[config.mk]
export PLATFORM = sky130hd
export DESIGN_NAME = eeo_top
export DESIGN_NICKNAME = d
export VERILOG_FILES = /design/src/eeo_pkg.sv /design/src/eeo_fifo.sv /design/src/eeo_pin_sync.sv /design/src/eeo_top.sv
export SDC_FILE = /design/constraint.sdc
export NUM_CORES = 2
export LEC_CHECK = 0
export BUFFER_PORTS_ARGS = -buffer_cell sky130_fd_sc_hd__buf_2
export CAP_MARGIN = 40
export CORE_MARGIN = 2
export CORE_UTILIZATION = 60
export CTS_CLUSTER_SIZE = 8
export DETAILED_ROUTE_END_ITERATION = 8
export PLACE_DENSITY_LB_ADDON = 0.12
export SKIP_LAST_GASP = 1
export SYNTH_ARGS = -nofsm -noshare
export SYNTH_HDL_FRONTEND = slang
export SYNTH_SLANG_ARGS = --single-unit
[constraint.sdc]
create_clock -name mclk -period 15.05 [get_ports mclk]
set_input_delay 3.01 -clock mclk [delete_from_list [all_inputs] [get_ports mclk]]
set_output_delay 3.01 -clock mclk [all_outputs]
set_load 0.01 [all_outputs]
[src/eeo_pkg.sv]
package eeo_pkg;

  // ----------------------------------------------------------
  // Widths
  // ----------------------------------------------------------
  localparam int ANGLE_W = 16;
  localparam int REV_W   = 12;
  localparam int FRAME_W = 28;
  localparam int LINES_W = 20;
  localparam int QUAD_W  = 22;
  localparam int FIFO_DEPTH = 8;

  // ----------------------------------------------------------
  // Resolution limits, lines before quadrature
  // ----------------------------------------------------------
  localparam logic [LINES_W-1:0] LINES_MIN     = 20'h00100;
  localparam logic [LINES_W-1:0] LINES_MAX_RES = 20'h01000;
  localparam logic [LINES_W-1:0] LINES_MAX_ENC = 20'h80000;

  // ----------------------------------------------------------
  // Timing
  // ----------------------------------------------------------
  localparam int CLK_PERIOD_NS  = 5;
  localparam int TOUT_SHORT_NS  = 1300;
  localparam int TOUT_LONG_NS   = 10000;
  localparam int EDGE_MIN_NS    = 250;
  localparam int TOUT_SHORT_CYC = (TOUT_SHORT_NS + CLK_PERIOD_NS - 1)
                                  / CLK_PERIOD_NS;
  localparam int TOUT_LONG_CYC  = (TOUT_LONG_NS + CLK_PERIOD_NS - 1)
                                  / CLK_PERIOD_NS;
  localparam int EDGE_MIN_CYC   = (EDGE_MIN_NS + CLK_PERIOD_NS - 1)
                                  / CLK_PERIOD_NS;
  localparam int TOUT_W = 11;
  localparam int PACE_W = 6;

  // ----------------------------------------------------------
  // Codes and carriers
  // ----------------------------------------------------------
  typedef enum logic [1:0] {
    EEO_FUNC_OFF    = 2'h0,
    EEO_FUNC_INCR   = 2'h1,
    EEO_FUNC_SERIAL = 2'h2,
    EEO_FUNC_INTERP = 2'h3
  } eeo_func_t;

  typedef enum logic [2:0] {
    SER_IDLE  = 3'b001,
    SER_SHIFT = 3'b010,
    SER_TAIL  = 3'b100
  } eeo_ser_state_t;

  typedef struct packed {
    logic [REV_W-1:0]   rev;
    logic [ANGLE_W-1:0] angle;
  } eeo_pos_t;

  localparam eeo_pos_t POS_RESET = 28'h0000000;

endpackage : eeo_pkg

[src/eeo_fifo.sv]
`timescale 1ns/1ps
module eeo_fifo #(
  parameter int W = 28,
  parameter int DEPTH = 8
) (
  // Clock and reset
  input  wire logic         mclk,
  input  wire logic         rstn,
  // Fill side
  input  wire logic [W-1:0] in_data,
  input  wire logic         in_valid,
  output logic              in_ready,
  // Drain side
  output logic      [W-1:0] out_data,
  output logic              out_valid,
  input  wire logic         out_ready
);
  localparam int AW = $clog2(DEPTH);

  logic [W-1:0]  mem [DEPTH];
  logic [AW-1:0] wr_ptr;
  logic [AW-1:0] rd_ptr;
  logic [AW:0]   count;
  logic          push;
  logic          pop;

  assign push      = in_valid && in_ready;
  assign pop       = out_valid && out_ready;
  assign out_valid = (count != '0);
  assign out_data  = mem[rd_ptr];

  always_ff @(posedge mclk)
  begin
    if (push)
      mem[wr_ptr] <= in_data;
  end

  always_ff @(posedge mclk or negedge rstn)
  begin
    if (!rstn)
    begin
      wr_ptr   <= '0;
      rd_ptr   <= '0;
      count    <= '0;
      in_ready <= 1'b1;
    end
    else
    begin
      if (push)
        wr_ptr <= (wr_ptr == AW'(DEPTH - 1)) ? '0 : wr_ptr + 1'b1;
      if (pop)
        rd_ptr <= (rd_ptr == AW'(DEPTH - 1)) ? '0 : rd_ptr + 1'b1;
      // Ready is registered from the next count, so it drops on the same edge the buffer fills
      if (push && !pop)
      begin
        count    <= count + 1'b1;
        in_ready <= (count != (AW+1)'(DEPTH - 1));
      end
      else if (pop && !push)
      begin
        count    <= count - 1'b1;
        in_ready <= 1'b1;
      end
    end
  end
endmodule : eeo_fifo

[src/eeo_pin_sync.sv]
`timescale 1ns/1ps
module eeo_pin_sync #(
  parameter int W = 1
) (
  // Clock and reset
  input  wire logic         mclk,
  input  wire logic         rstn,
  // Pins in, filtered levels out
  input  wire logic [W-1:0] pin,
  output logic      [W-1:0] level
);
  logic [W-1:0] s1;
  logic [W-1:0] s2;
  logic [W-1:0] s3;

  genvar i;
  generate
    for (i = 0; i < W; i++)
    begin : g_bit
      always_ff @(posedge mclk or negedge rstn)
      begin
        if (!rstn)
        begin
          s1[i]    <= 1'b0;
          s2[i]    <= 1'b0;
          s3[i]    <= 1'b0;
          level[i] <= 1'b0;
        end
        else
        begin
          s1[i] <= pin[i];
          s2[i] <= s1[i];
          s3[i] <= s2[i];
          // A change is taken only once two stages agree
          if (s2[i] == s3[i])
            level[i] <= s3[i];
        end
      end
    end
  endgenerate
endmodule : eeo_pin_sync

[src/eeo_top.sv]
`timescale 1ns/1ps
// What this block does
// - Builds shaft position and turn count from cyclic absolute feedback.
// - Selector: code 1 synthesized quadrature, code 3 passes sine lines.
// - Incremental mode drives A and B in quadrature plus a zero pulse.
// - Lines per turn clamp to 256..4096 resolver, 256..524288 encoder.
// - One zero pulse per turn, only while A and B are both high.
// - Zero pulse angle is shifted by the stored offset setting.
// - Clockwise rotation counts up on both incremental and serial outputs.
// - Serial frame carries exactly 28 data bits.
// - Turn count 12 bits MSB first, then fixed 16-bit angle MSB first.
// - Serial word sent as Gray or binary; binary is the default.
// - Serial idle timeout selectable between 1.3 us and 10 us.
module eeo_top
  import eeo_pkg::*;
(
  // Clock and reset
  input  wire logic                  mclk,
  input  wire logic                  rstn,
  // Feedback angle samples
  input  wire logic [ANGLE_W-1:0]    fb_angle,
  input  wire logic                  fb_valid,
  output logic                       fb_ready,
  // Settings
  input  wire eeo_pkg::eeo_func_t    emulation_function_select,
  input  wire logic                  fb_is_encoder,
  input  wire logic [LINES_W-1:0]    resolution_lines,
  input  wire logic [ANGLE_W-1:0]    zero_pulse_offset,
  input  wire logic                  serial_code_format,
  input  wire logic                  serial_timeout_setting,
  // Sine line pass-through pins
  input  wire logic                  sine_line_a_in,
  input  wire logic                  sine_line_b_in,
  input  wire logic                  sine_line_zero_in,
  // Incremental outputs
  output logic                       enc_a,
  output logic                       enc_b,
  output logic                       enc_zero,
  // Serial link
  input  wire logic                  ser_clk_in,
  output logic                       ser_data,
  // Status
  output logic                       ser_frame_active
);
  import eeo_pkg::*;

  // ----------------------------------------------------------
  // Helpers
  // ----------------------------------------------------------
  function automatic logic [FRAME_W-1:0] to_gray(
    input logic [FRAME_W-1:0] b
  );
    to_gray = b ^ (b >> 1);
  endfunction : to_gray

  // ----------------------------------------------------------
  // Position tracking
  // ----------------------------------------------------------
  logic [ANGLE_W-1:0] prev_angle;
  logic [REV_W-1:0]   rev_count;
  logic [REV_W-1:0]   next_rev;
  logic               fb_take;
  eeo_pos_t           fifo_in;
  eeo_pos_t           fifo_out;
  logic               fifo_valid;
  logic               fifo_pop_ready;
  logic               fifo_in_ready;

  assign fb_take = fb_valid && fifo_in_ready;

  // Angle wrap across the top quadrant means a turn completed
  always_comb
  begin
    next_rev = rev_count;
    if (prev_angle[15:14] == 2'b11 && fb_angle[15:14] == 2'b00)
      next_rev = rev_count + 1'b1;
    else if (prev_angle[15:14] == 2'b00 && fb_angle[15:14] == 2'b11)
      next_rev = rev_count - 1'b1;
  end

  always_ff @(posedge mclk or negedge rstn)
  begin
    if (!rstn)
    begin
      prev_angle <= '0;
      rev_count  <= '0;
    end
    else if (fb_take)
    begin
      prev_angle <= fb_angle;
      rev_count  <= next_rev;
    end
  end

  assign fifo_in = '{rev: next_rev, angle: fb_angle};

  eeo_fifo #(
    .W     (FRAME_W),
    .DEPTH (FIFO_DEPTH)
  ) u_fifo (
    .mclk      (mclk),
    .rstn      (rstn),
    .in_data   (fifo_in),
    .in_valid  (fb_valid),
    .in_ready  (fifo_in_ready),
    .out_data  (fifo_out),
    .out_valid (fifo_valid),
    .out_ready (fifo_pop_ready)
  );

  assign fb_ready = fifo_in_ready;

  // Latest position taken from the buffer
  eeo_pos_t pos;

  always_ff @(posedge mclk or negedge rstn)
  begin
    if (!rstn)
      pos <= POS_RESET;
    else if (fifo_valid && fifo_pop_ready)
      pos <= fifo_out;
  end

  // ----------------------------------------------------------
  // Pin synchronisers
  // ----------------------------------------------------------
  logic [2:0] sine_lvl;
  logic       ser_clk_lvl;

  eeo_pin_sync #(.W(3)) u_sync_sine (
    .mclk  (mclk),
    .rstn  (rstn),
    .pin   ({sine_line_zero_in, sine_line_b_in, sine_line_a_in}),
    .level (sine_lvl)
  );

  eeo_pin_sync #(.W(1)) u_sync_sclk (
    .mclk  (mclk),
    .rstn  (rstn),
    .pin   (ser_clk_in),
    .level (ser_clk_lvl)
  );

  // ----------------------------------------------------------
  // Incremental emulation
  // ----------------------------------------------------------
  logic [LINES_W-1:0]   lines_eff;
  logic [QUAD_W-1:0]    quad;
  logic [ANGLE_W-1:0]   shifted;
  logic [QUAD_W+15:0]   product;
  logic [QUAD_W-1:0]    target;
  logic [QUAD_W-1:0]    edge_cnt;
  logic [QUAD_W:0]      diff_wide;
  logic [QUAD_W-1:0]    diff;
  logic                 step_up;
  logic [PACE_W-1:0]    pace;
  logic                 incr_mode;

  assign incr_mode = (emulation_function_select == EEO_FUNC_INCR);

  always_comb
  begin
    lines_eff = resolution_lines;
    if (resolution_lines < LINES_MIN)
      lines_eff = LINES_MIN;
    else if (!fb_is_encoder && resolution_lines > LINES_MAX_RES)
      lines_eff = LINES_MAX_RES;
    else if (resolution_lines > LINES_MAX_ENC)
      lines_eff = LINES_MAX_ENC;
  end

  assign quad    = {lines_eff, 2'b00};
  // Offset moves count zero, hence the zero pulse, around the turn
  assign shifted = pos.angle - zero_pulse_offset;
  assign product = shifted * quad;
  assign target  = product[QUAD_W+15:16];

  // Modular distance from emitted count to target
  always_comb
  begin
    if (target >= edge_cnt)
      diff_wide = {1'b0, target - edge_cnt};
    else
      diff_wide = {1'b0, target} + {1'b0, quad} - {1'b0, edge_cnt};
    diff    = diff_wide[QUAD_W-1:0];
    step_up = (diff < (quad >> 1));
  end

  // Stall the buffer while edges are still owed, so it really fills
  assign fifo_pop_ready = incr_mode ? (diff == '0) : 1'b1;

  // Edges are paced to keep line rate under the 1 MHz limit
  always_ff @(posedge mclk or negedge rstn)
  begin
    if (!rstn)
    begin
      edge_cnt <= '0;
      pace     <= '0;
    end
    else if (edge_cnt >= quad)
    begin
      edge_cnt <= '0;
      pace     <= '0;
    end
    else if (pace != '0)
      pace <= pace - 1'b1;
    else if (incr_mode && diff != '0)
    begin
      pace <= PACE_W'(EDGE_MIN_CYC - 1);
      if (step_up)
        edge_cnt <= (edge_cnt == quad - 1'b1) ? '0
                    : edge_cnt + 1'b1;
      else
        edge_cnt <= (edge_cnt == '0) ? quad - 1'b1
                    : edge_cnt - 1'b1;
    end
  end

  always_ff @(posedge mclk or negedge rstn)
  begin
    if (!rstn)
    begin
      enc_a    <= 1'b0;
      enc_b    <= 1'b0;
      enc_zero <= 1'b0;
    end
    else
    begin
      case (emulation_function_select)
        EEO_FUNC_INCR:
        begin
          // B leads A by a quarter line when counting up
          enc_a    <= edge_cnt[1];
          enc_b    <= edge_cnt[1] ^ edge_cnt[0];
          enc_zero <= (edge_cnt[QUAD_W-1:2] == '0)
                      && (edge_cnt[1:0] == 2'b10);
        end
        EEO_FUNC_INTERP:
        begin
          enc_a    <= sine_lvl[0];
          enc_b    <= sine_lvl[1];
          enc_zero <= sine_lvl[2];
        end
        default:
        begin
          enc_a    <= 1'b0;
          enc_b    <= 1'b0;
          enc_zero <= 1'b0;
        end
      endcase
    end
  end

  // ----------------------------------------------------------
  // Serial absolute emulation
  // ----------------------------------------------------------
  eeo_ser_state_t     ser_state;
  logic               clk_prev;
  logic               clk_fall;
  logic               clk_rise;
  logic [FRAME_W-1:0] shreg;
  logic [4:0]         bit_cnt;
  logic [TOUT_W-1:0]  idle_cnt;
  logic [TOUT_W-1:0]  tout_lim;
  logic [FRAME_W-1:0] frame_word;
  logic               ser_mode;

  assign ser_mode = (emulation_function_select == EEO_FUNC_SERIAL);
  assign clk_fall = clk_prev && !ser_clk_lvl;
  assign clk_rise = !clk_prev && ser_clk_lvl;
  assign tout_lim = serial_timeout_setting
                    ? TOUT_W'(TOUT_LONG_CYC)
                    : TOUT_W'(TOUT_SHORT_CYC);
  // Turns first, then angle, both MSB first
  assign frame_word = serial_code_format ? to_gray(pos)
                      : pos;

  always_ff @(posedge mclk or negedge rstn)
  begin
    // Matches the filter's reset level, so no false fall follows reset
    if (!rstn)
      clk_prev <= 1'b0;
    else
      clk_prev <= ser_clk_lvl;
  end

  // Any clock edge restarts the idle timer
  always_ff @(posedge mclk or negedge rstn)
  begin
    if (!rstn)
      idle_cnt <= '0;
    else if (clk_fall || clk_rise || ser_state == SER_IDLE)
      idle_cnt <= '0;
    else if (idle_cnt != tout_lim)
      idle_cnt <= idle_cnt + 1'b1;
  end

  always_ff @(posedge mclk or negedge rstn)
  begin
    if (!rstn)
    begin
      ser_state <= SER_IDLE;
      shreg     <= '0;
      bit_cnt   <= '0;
      ser_data  <= 1'b1;
    end
    else if (!ser_mode)
    begin
      ser_state <= SER_IDLE;
      ser_data  <= 1'b1;
    end
    else
    begin
      case (ser_state)
        SER_IDLE:
        begin
          ser_data <= 1'b1;
          if (clk_fall)
          begin
            shreg     <= frame_word;
            bit_cnt   <= '0;
            ser_state <= SER_SHIFT;
          end
        end
        SER_SHIFT:
        begin
          if (idle_cnt == tout_lim)
          begin
            // Reader gave up mid-frame
            ser_state <= SER_IDLE;
            ser_data  <= 1'b1;
          end
          else if (clk_rise)
          begin
            if (bit_cnt == 5'(FRAME_W))
            begin
              ser_data  <= 1'b0;
              ser_state <= SER_TAIL;
            end
            else
            begin
              ser_data <= shreg[FRAME_W-1];
              shreg    <= {shreg[FRAME_W-2:0], 1'b0};
              bit_cnt  <= bit_cnt + 1'b1;
            end
          end
        end
        SER_TAIL:
        begin
          // Data held low until the reader stops clocking
          ser_data <= 1'b0;
          if (idle_cnt == tout_lim)
          begin
            ser_state <= SER_IDLE;
            ser_data  <= 1'b1;
          end
        end
        default:
        begin
          ser_state <= SER_IDLE;
          ser_data  <= 1'b1;
        end
      endcase
    end
  end

  always_ff @(posedge mclk or negedge rstn)
  begin
    if (!rstn)
      ser_frame_active <= 1'b0;
    else
      ser_frame_active <= ser_mode && (ser_state != SER_IDLE);
  end

endmodule : eeo_top

==> qor.json <==
{
  "run_status": "finished clean",
  "max_freq_mhz": 67.7,
  "initial_util_pct": 60.3,
  "worst_setup_path_start_kind": "input pin",
  "seq_area_frac_synth_pct": 31.7,
  "drt-vias-per-instance": 6.23,
  "worst_path_most_repeated_cell": "sky130_fd_sc_hd__buf_4",
  "synth_cell_types": 103,
  "num_io_pins": 70,
  "synth_edf_count": 224,
  "drive_above_1_share_pct": 20.6,
  "cts_tree": "done",
  "fin_setup_tns_ps": 0,
  "grt_start_max_net_pins": 79,
  "postRouteWirelength_mm": 104,
  "crit_required_ps": 15590,
  "relative_area_change_from_synthesis_to_final_layout_pct": 17.5,
  "first_global_vias": 27729,
  "worstMarginPinSlew_ps": 878,
  "crit_path_top_delay_cell": "sky130_fd_sc_hd__fa_2",
  "fp.coreArea_mm2": 0.0548,
  "crit_path_end_kind": "flip-flop",
  "die-width_um": 239,
  "first_iter_violations": 2691,
  "maxSlewHeadroom_pct": 41.5,
  "timing.setup.critical_path_class": "in -> reg",
  "syn_inst": 3274,
  "final-setup-viol-count": 0,
  "routedWlPerCell_um": 23.9,
  "timing.hold.worst.class": "reg -> reg",
  "syn_area_per_cell_um2": 10.1,
  "nNetsFinal": 4183,
  "fillCellCount": 4012,
  "detailroute.via_count": 27145,
  "postSynthNetCount": 3852,
  "worstSkewPairLatency_ps": 620,
  "final.min_clock_period_ps": 14770,
  "die_area_mm2": 0.0570,
  "sum_of_overflow_across_all_layers_after_global_routing": 0,
  "wire_length_of_the_first_global_routing_pass_mm": 158,
  "clock-root-buffer": "sky130_fd_sc_hd__clkbuf_16",
  "place_worst_setup_slack_ps": -499,
  "die_height_um": 239,
  "fin_util_pct": 70.9,
  "synth_seq_cells": 374,
  "postRouteAntennaNets": 0,
  "crit_arrival_ps": 15310,
  "finalWorstSetupSlack_ps": 277,
  "cts.reportedPaths.clkPinSlew_ps": 60,
  "number_of_max_capacitance_violations_reported": 0,
  "tritoncts_num_sinks": 374,
  "clock_path_buffers": 3,
  "dp.final_hpwl_mm": 77.2,
  "postCtsHoldBufs": 0,
  "synthesis.yosys.warnings": 0,
  "rows": 86,
  "synth_top_flop_cell": "sky130_fd_sc_hd__edfxtp_1",
  "cp_top_family": "adder cells",
  "skew_ps": 28.9,
  "worst_path_largest_cell_delay_ps": 590,
  "ys_async_sr_fraction_pct": 40.1,
  "cp_num_buf_inv": 11,
  "total_cts_buffers": 54,
  "netlist_area_mm2": 0.0330,
  "cts-htree-levels": 2,
  "grt_util_all_layers_pct": 36.7,
  "final-hold-violation-count": 0,
  "count_of_input_and_output_buffers": 69,
  "timing.critical_path.fanout_max": 7,
  "post-route-period-util_pct": 98.2,
  "globalplace.congestion": 1.01,
  "detail_route.first_pass.iterations": 5,
  "antenna_found_initial": 1,
  "maxSlewViolCount": 0,
  "drc_errors": 0
}
[through the flow]
| stage | std cells | instance area, um^2 | hold slack [ps] |
|---|---|---|---|
| 2_1_floorplan | 3274 | 33300 | 331 |
| 3_3_place_gp | 4222 | 36500 | 332 |
| 3_5_place_dp | 4228 | 36600 | 336 |
| 4_1_cts | 4329 | 38200 | 347 |
| 5_1_grt | 4354 | 38800 | 350 |
| 6_report | 4357 | 38800 | 346 |
[worst paths after layout]
check / startpoint / slack (ps) / cells past startpoint / end
max: zero_pulse_offset[0] / 280 / 56 / edge_cnt[17]$_DFFE_PN0P_
min: u_sync_sine.s1[0]$_DFF_PN0_ / 350 / 0 / u_sync_sine.s2[0]$_DFF_PN0_
max reg2reg: pos[0]$_DFFE_PN0P_ / 2150 / 56 / edge_cnt[17]$_DFFE_PN0P_
min reg2reg: u_sync_sine.s1[0]$_DFF_PN0_ / 350 / 0 / u_sync_sine.s2[0]$_DFF_PN0_
max in group asynchronous: rstn / 11230 / 3 / u_fifo.in_ready$_DFFE_PN1P_
min in group asynchronous: rstn / 2450 / 1 / idle_cnt[8]$_DFFE_PN0P_
[layer usage]
metal,share of wire [%],GRT usage [%],wire (um),up-vias
met5,0.012,0,12,-
met4,6.1,20.6,6380,2
met3,8.6,6.02,8950,363
met2,47,59.1,48800,1414
met1,38,47.4,40000,13389
li1,-,-,-,11977
[cell usage after synthesis (24+ instances only)]
library cell	count	share of area, %
sky130_fd_sc_hd__inv_1	363	4.1
sky130_fd_sc_hd__nand2_1	342	3.9
sky130_fd_sc_hd__nor2_1	272	3.1
sky130_fd_sc_hd__fa_1	271	16
sky130_fd_sc_hd__ha_1	243	9.2
sky130_fd_sc_hd__edfxtp_1	224	20
sky130_fd_sc_hd__clkbuf_1	148	1.7
sky130_fd_sc_hd__dfrtp_1	147	11
sky130_fd_sc_hd__a21oi_1	105	1.6
sky130_fd_sc_hd__o21ai_0	100	1.5
sky130_fd_sc_hd__xnor2_1	98	2.6
sky130_fd_sc_hd__nor3_1	84	1.3
sky130_fd_sc_hd__xor2_1	84	2.2
sky130_fd_sc_hd__mux4_2	56	3.8
sky130_fd_sc_hd__nand3_1	51	0.77
sky130_fd_sc_hd__nor4_1	43	0.81
sky130_fd_sc_hd__a211oi_1	37	0.84
sky130_fd_sc_hd__a21o_1	37	0.84
sky130_fd_sc_hd__a31oi_1	35	0.66
sky130_fd_sc_hd__mux2_2	35	1.2
sky130_fd_sc_hd__and3_1	32	0.61
sky130_fd_sc_hd__o211ai_1	30	0.68
sky130_fd_sc_hd__mux2_1	28	0.95
sky130_fd_sc_hd__nand2b_1	27	0.51
sky130_fd_sc_hd__nand4_1	27	0.51
sky130_fd_sc_hd__o21a_1	24	0.55
sky130_fd_sc_hd__or3_1	24	0.45
[layout make-up]
class	instances	area (um^2)	share of cell area (%)
flip-flops and latches	374	10500	27.0
clock buffers	94	1500	3.87
repair buffers	442	3270	8.41
inverters	371	1390	3.59
well taps	704	881	2.27
diodes	3	7.51	0.0193
multi-input cells	2362	21200	54.5
clock inverters	7	120	0.309
[what timing repair did]
| item | in CTS | in global routing |
|---|---|---|
| resized for setup | 0 | 96 |
| buffers inserted | 0 | 23 |
| endpoints found under the setup margin | 0 | 58 |
[cell usage in the layout, fill, tap and decap left out, types with 55 or more instances in the layout]
cell type                     n
sky130_fd_sc_hd__inv_1      360
sky130_fd_sc_hd__buf_4      359
sky130_fd_sc_hd__nand2_1    341
sky130_fd_sc_hd__fa_1       265
sky130_fd_sc_hd__nor2_1     264
sky130_fd_sc_hd__ha_1       233
sky130_fd_sc_hd__edfxtp_1   224
sky130_fd_sc_hd__dfrtp_1    144
sky130_fd_sc_hd__xnor2_1     94
sky130_fd_sc_hd__a21oi_1     87
sky130_fd_sc_hd__o21ai_0     84
sky130_fd_sc_hd__xor2_1      79
sky130_fd_sc_hd__nor3_1      74
sky130_fd_sc_hd__buf_2       69
sky130_fd_sc_hd__mux4_2      56
sky130_fd_sc_hd__clkbuf_16   55
[cells by family (layout without fill, tap and decap cells)]
group                    after synthesis  after routing  share of synthesized area (%)
AND/OR/NAND/NOR                     1004           1004                           14.3
other                                  0              3                              0
adder cells (fa/ha/maj)              518            518                           25.7
flip-flops                           374            374                           31.7
multiplexers                         130            130                           6.30
AO/OA/AOI/OAI                        526            526                           10.8
XOR/XNOR                             184            184                           4.94
buffers and inverters                538            914                           6.19
[sequential cells by signal, summed over array words and instances, names as in the netlist, 4 cells and up]
signal	count
shreg	28
idle_cnt	11
edge_cnt	22
u_fifo.mem	224
rev_count	12
pos	28
pace	6
u_fifo.count	4
bit_cnt	5
Power is left out: the tool's default activity adds up to more than one toggle a clock period on the data nets, which glitch-free logic cannot reach.
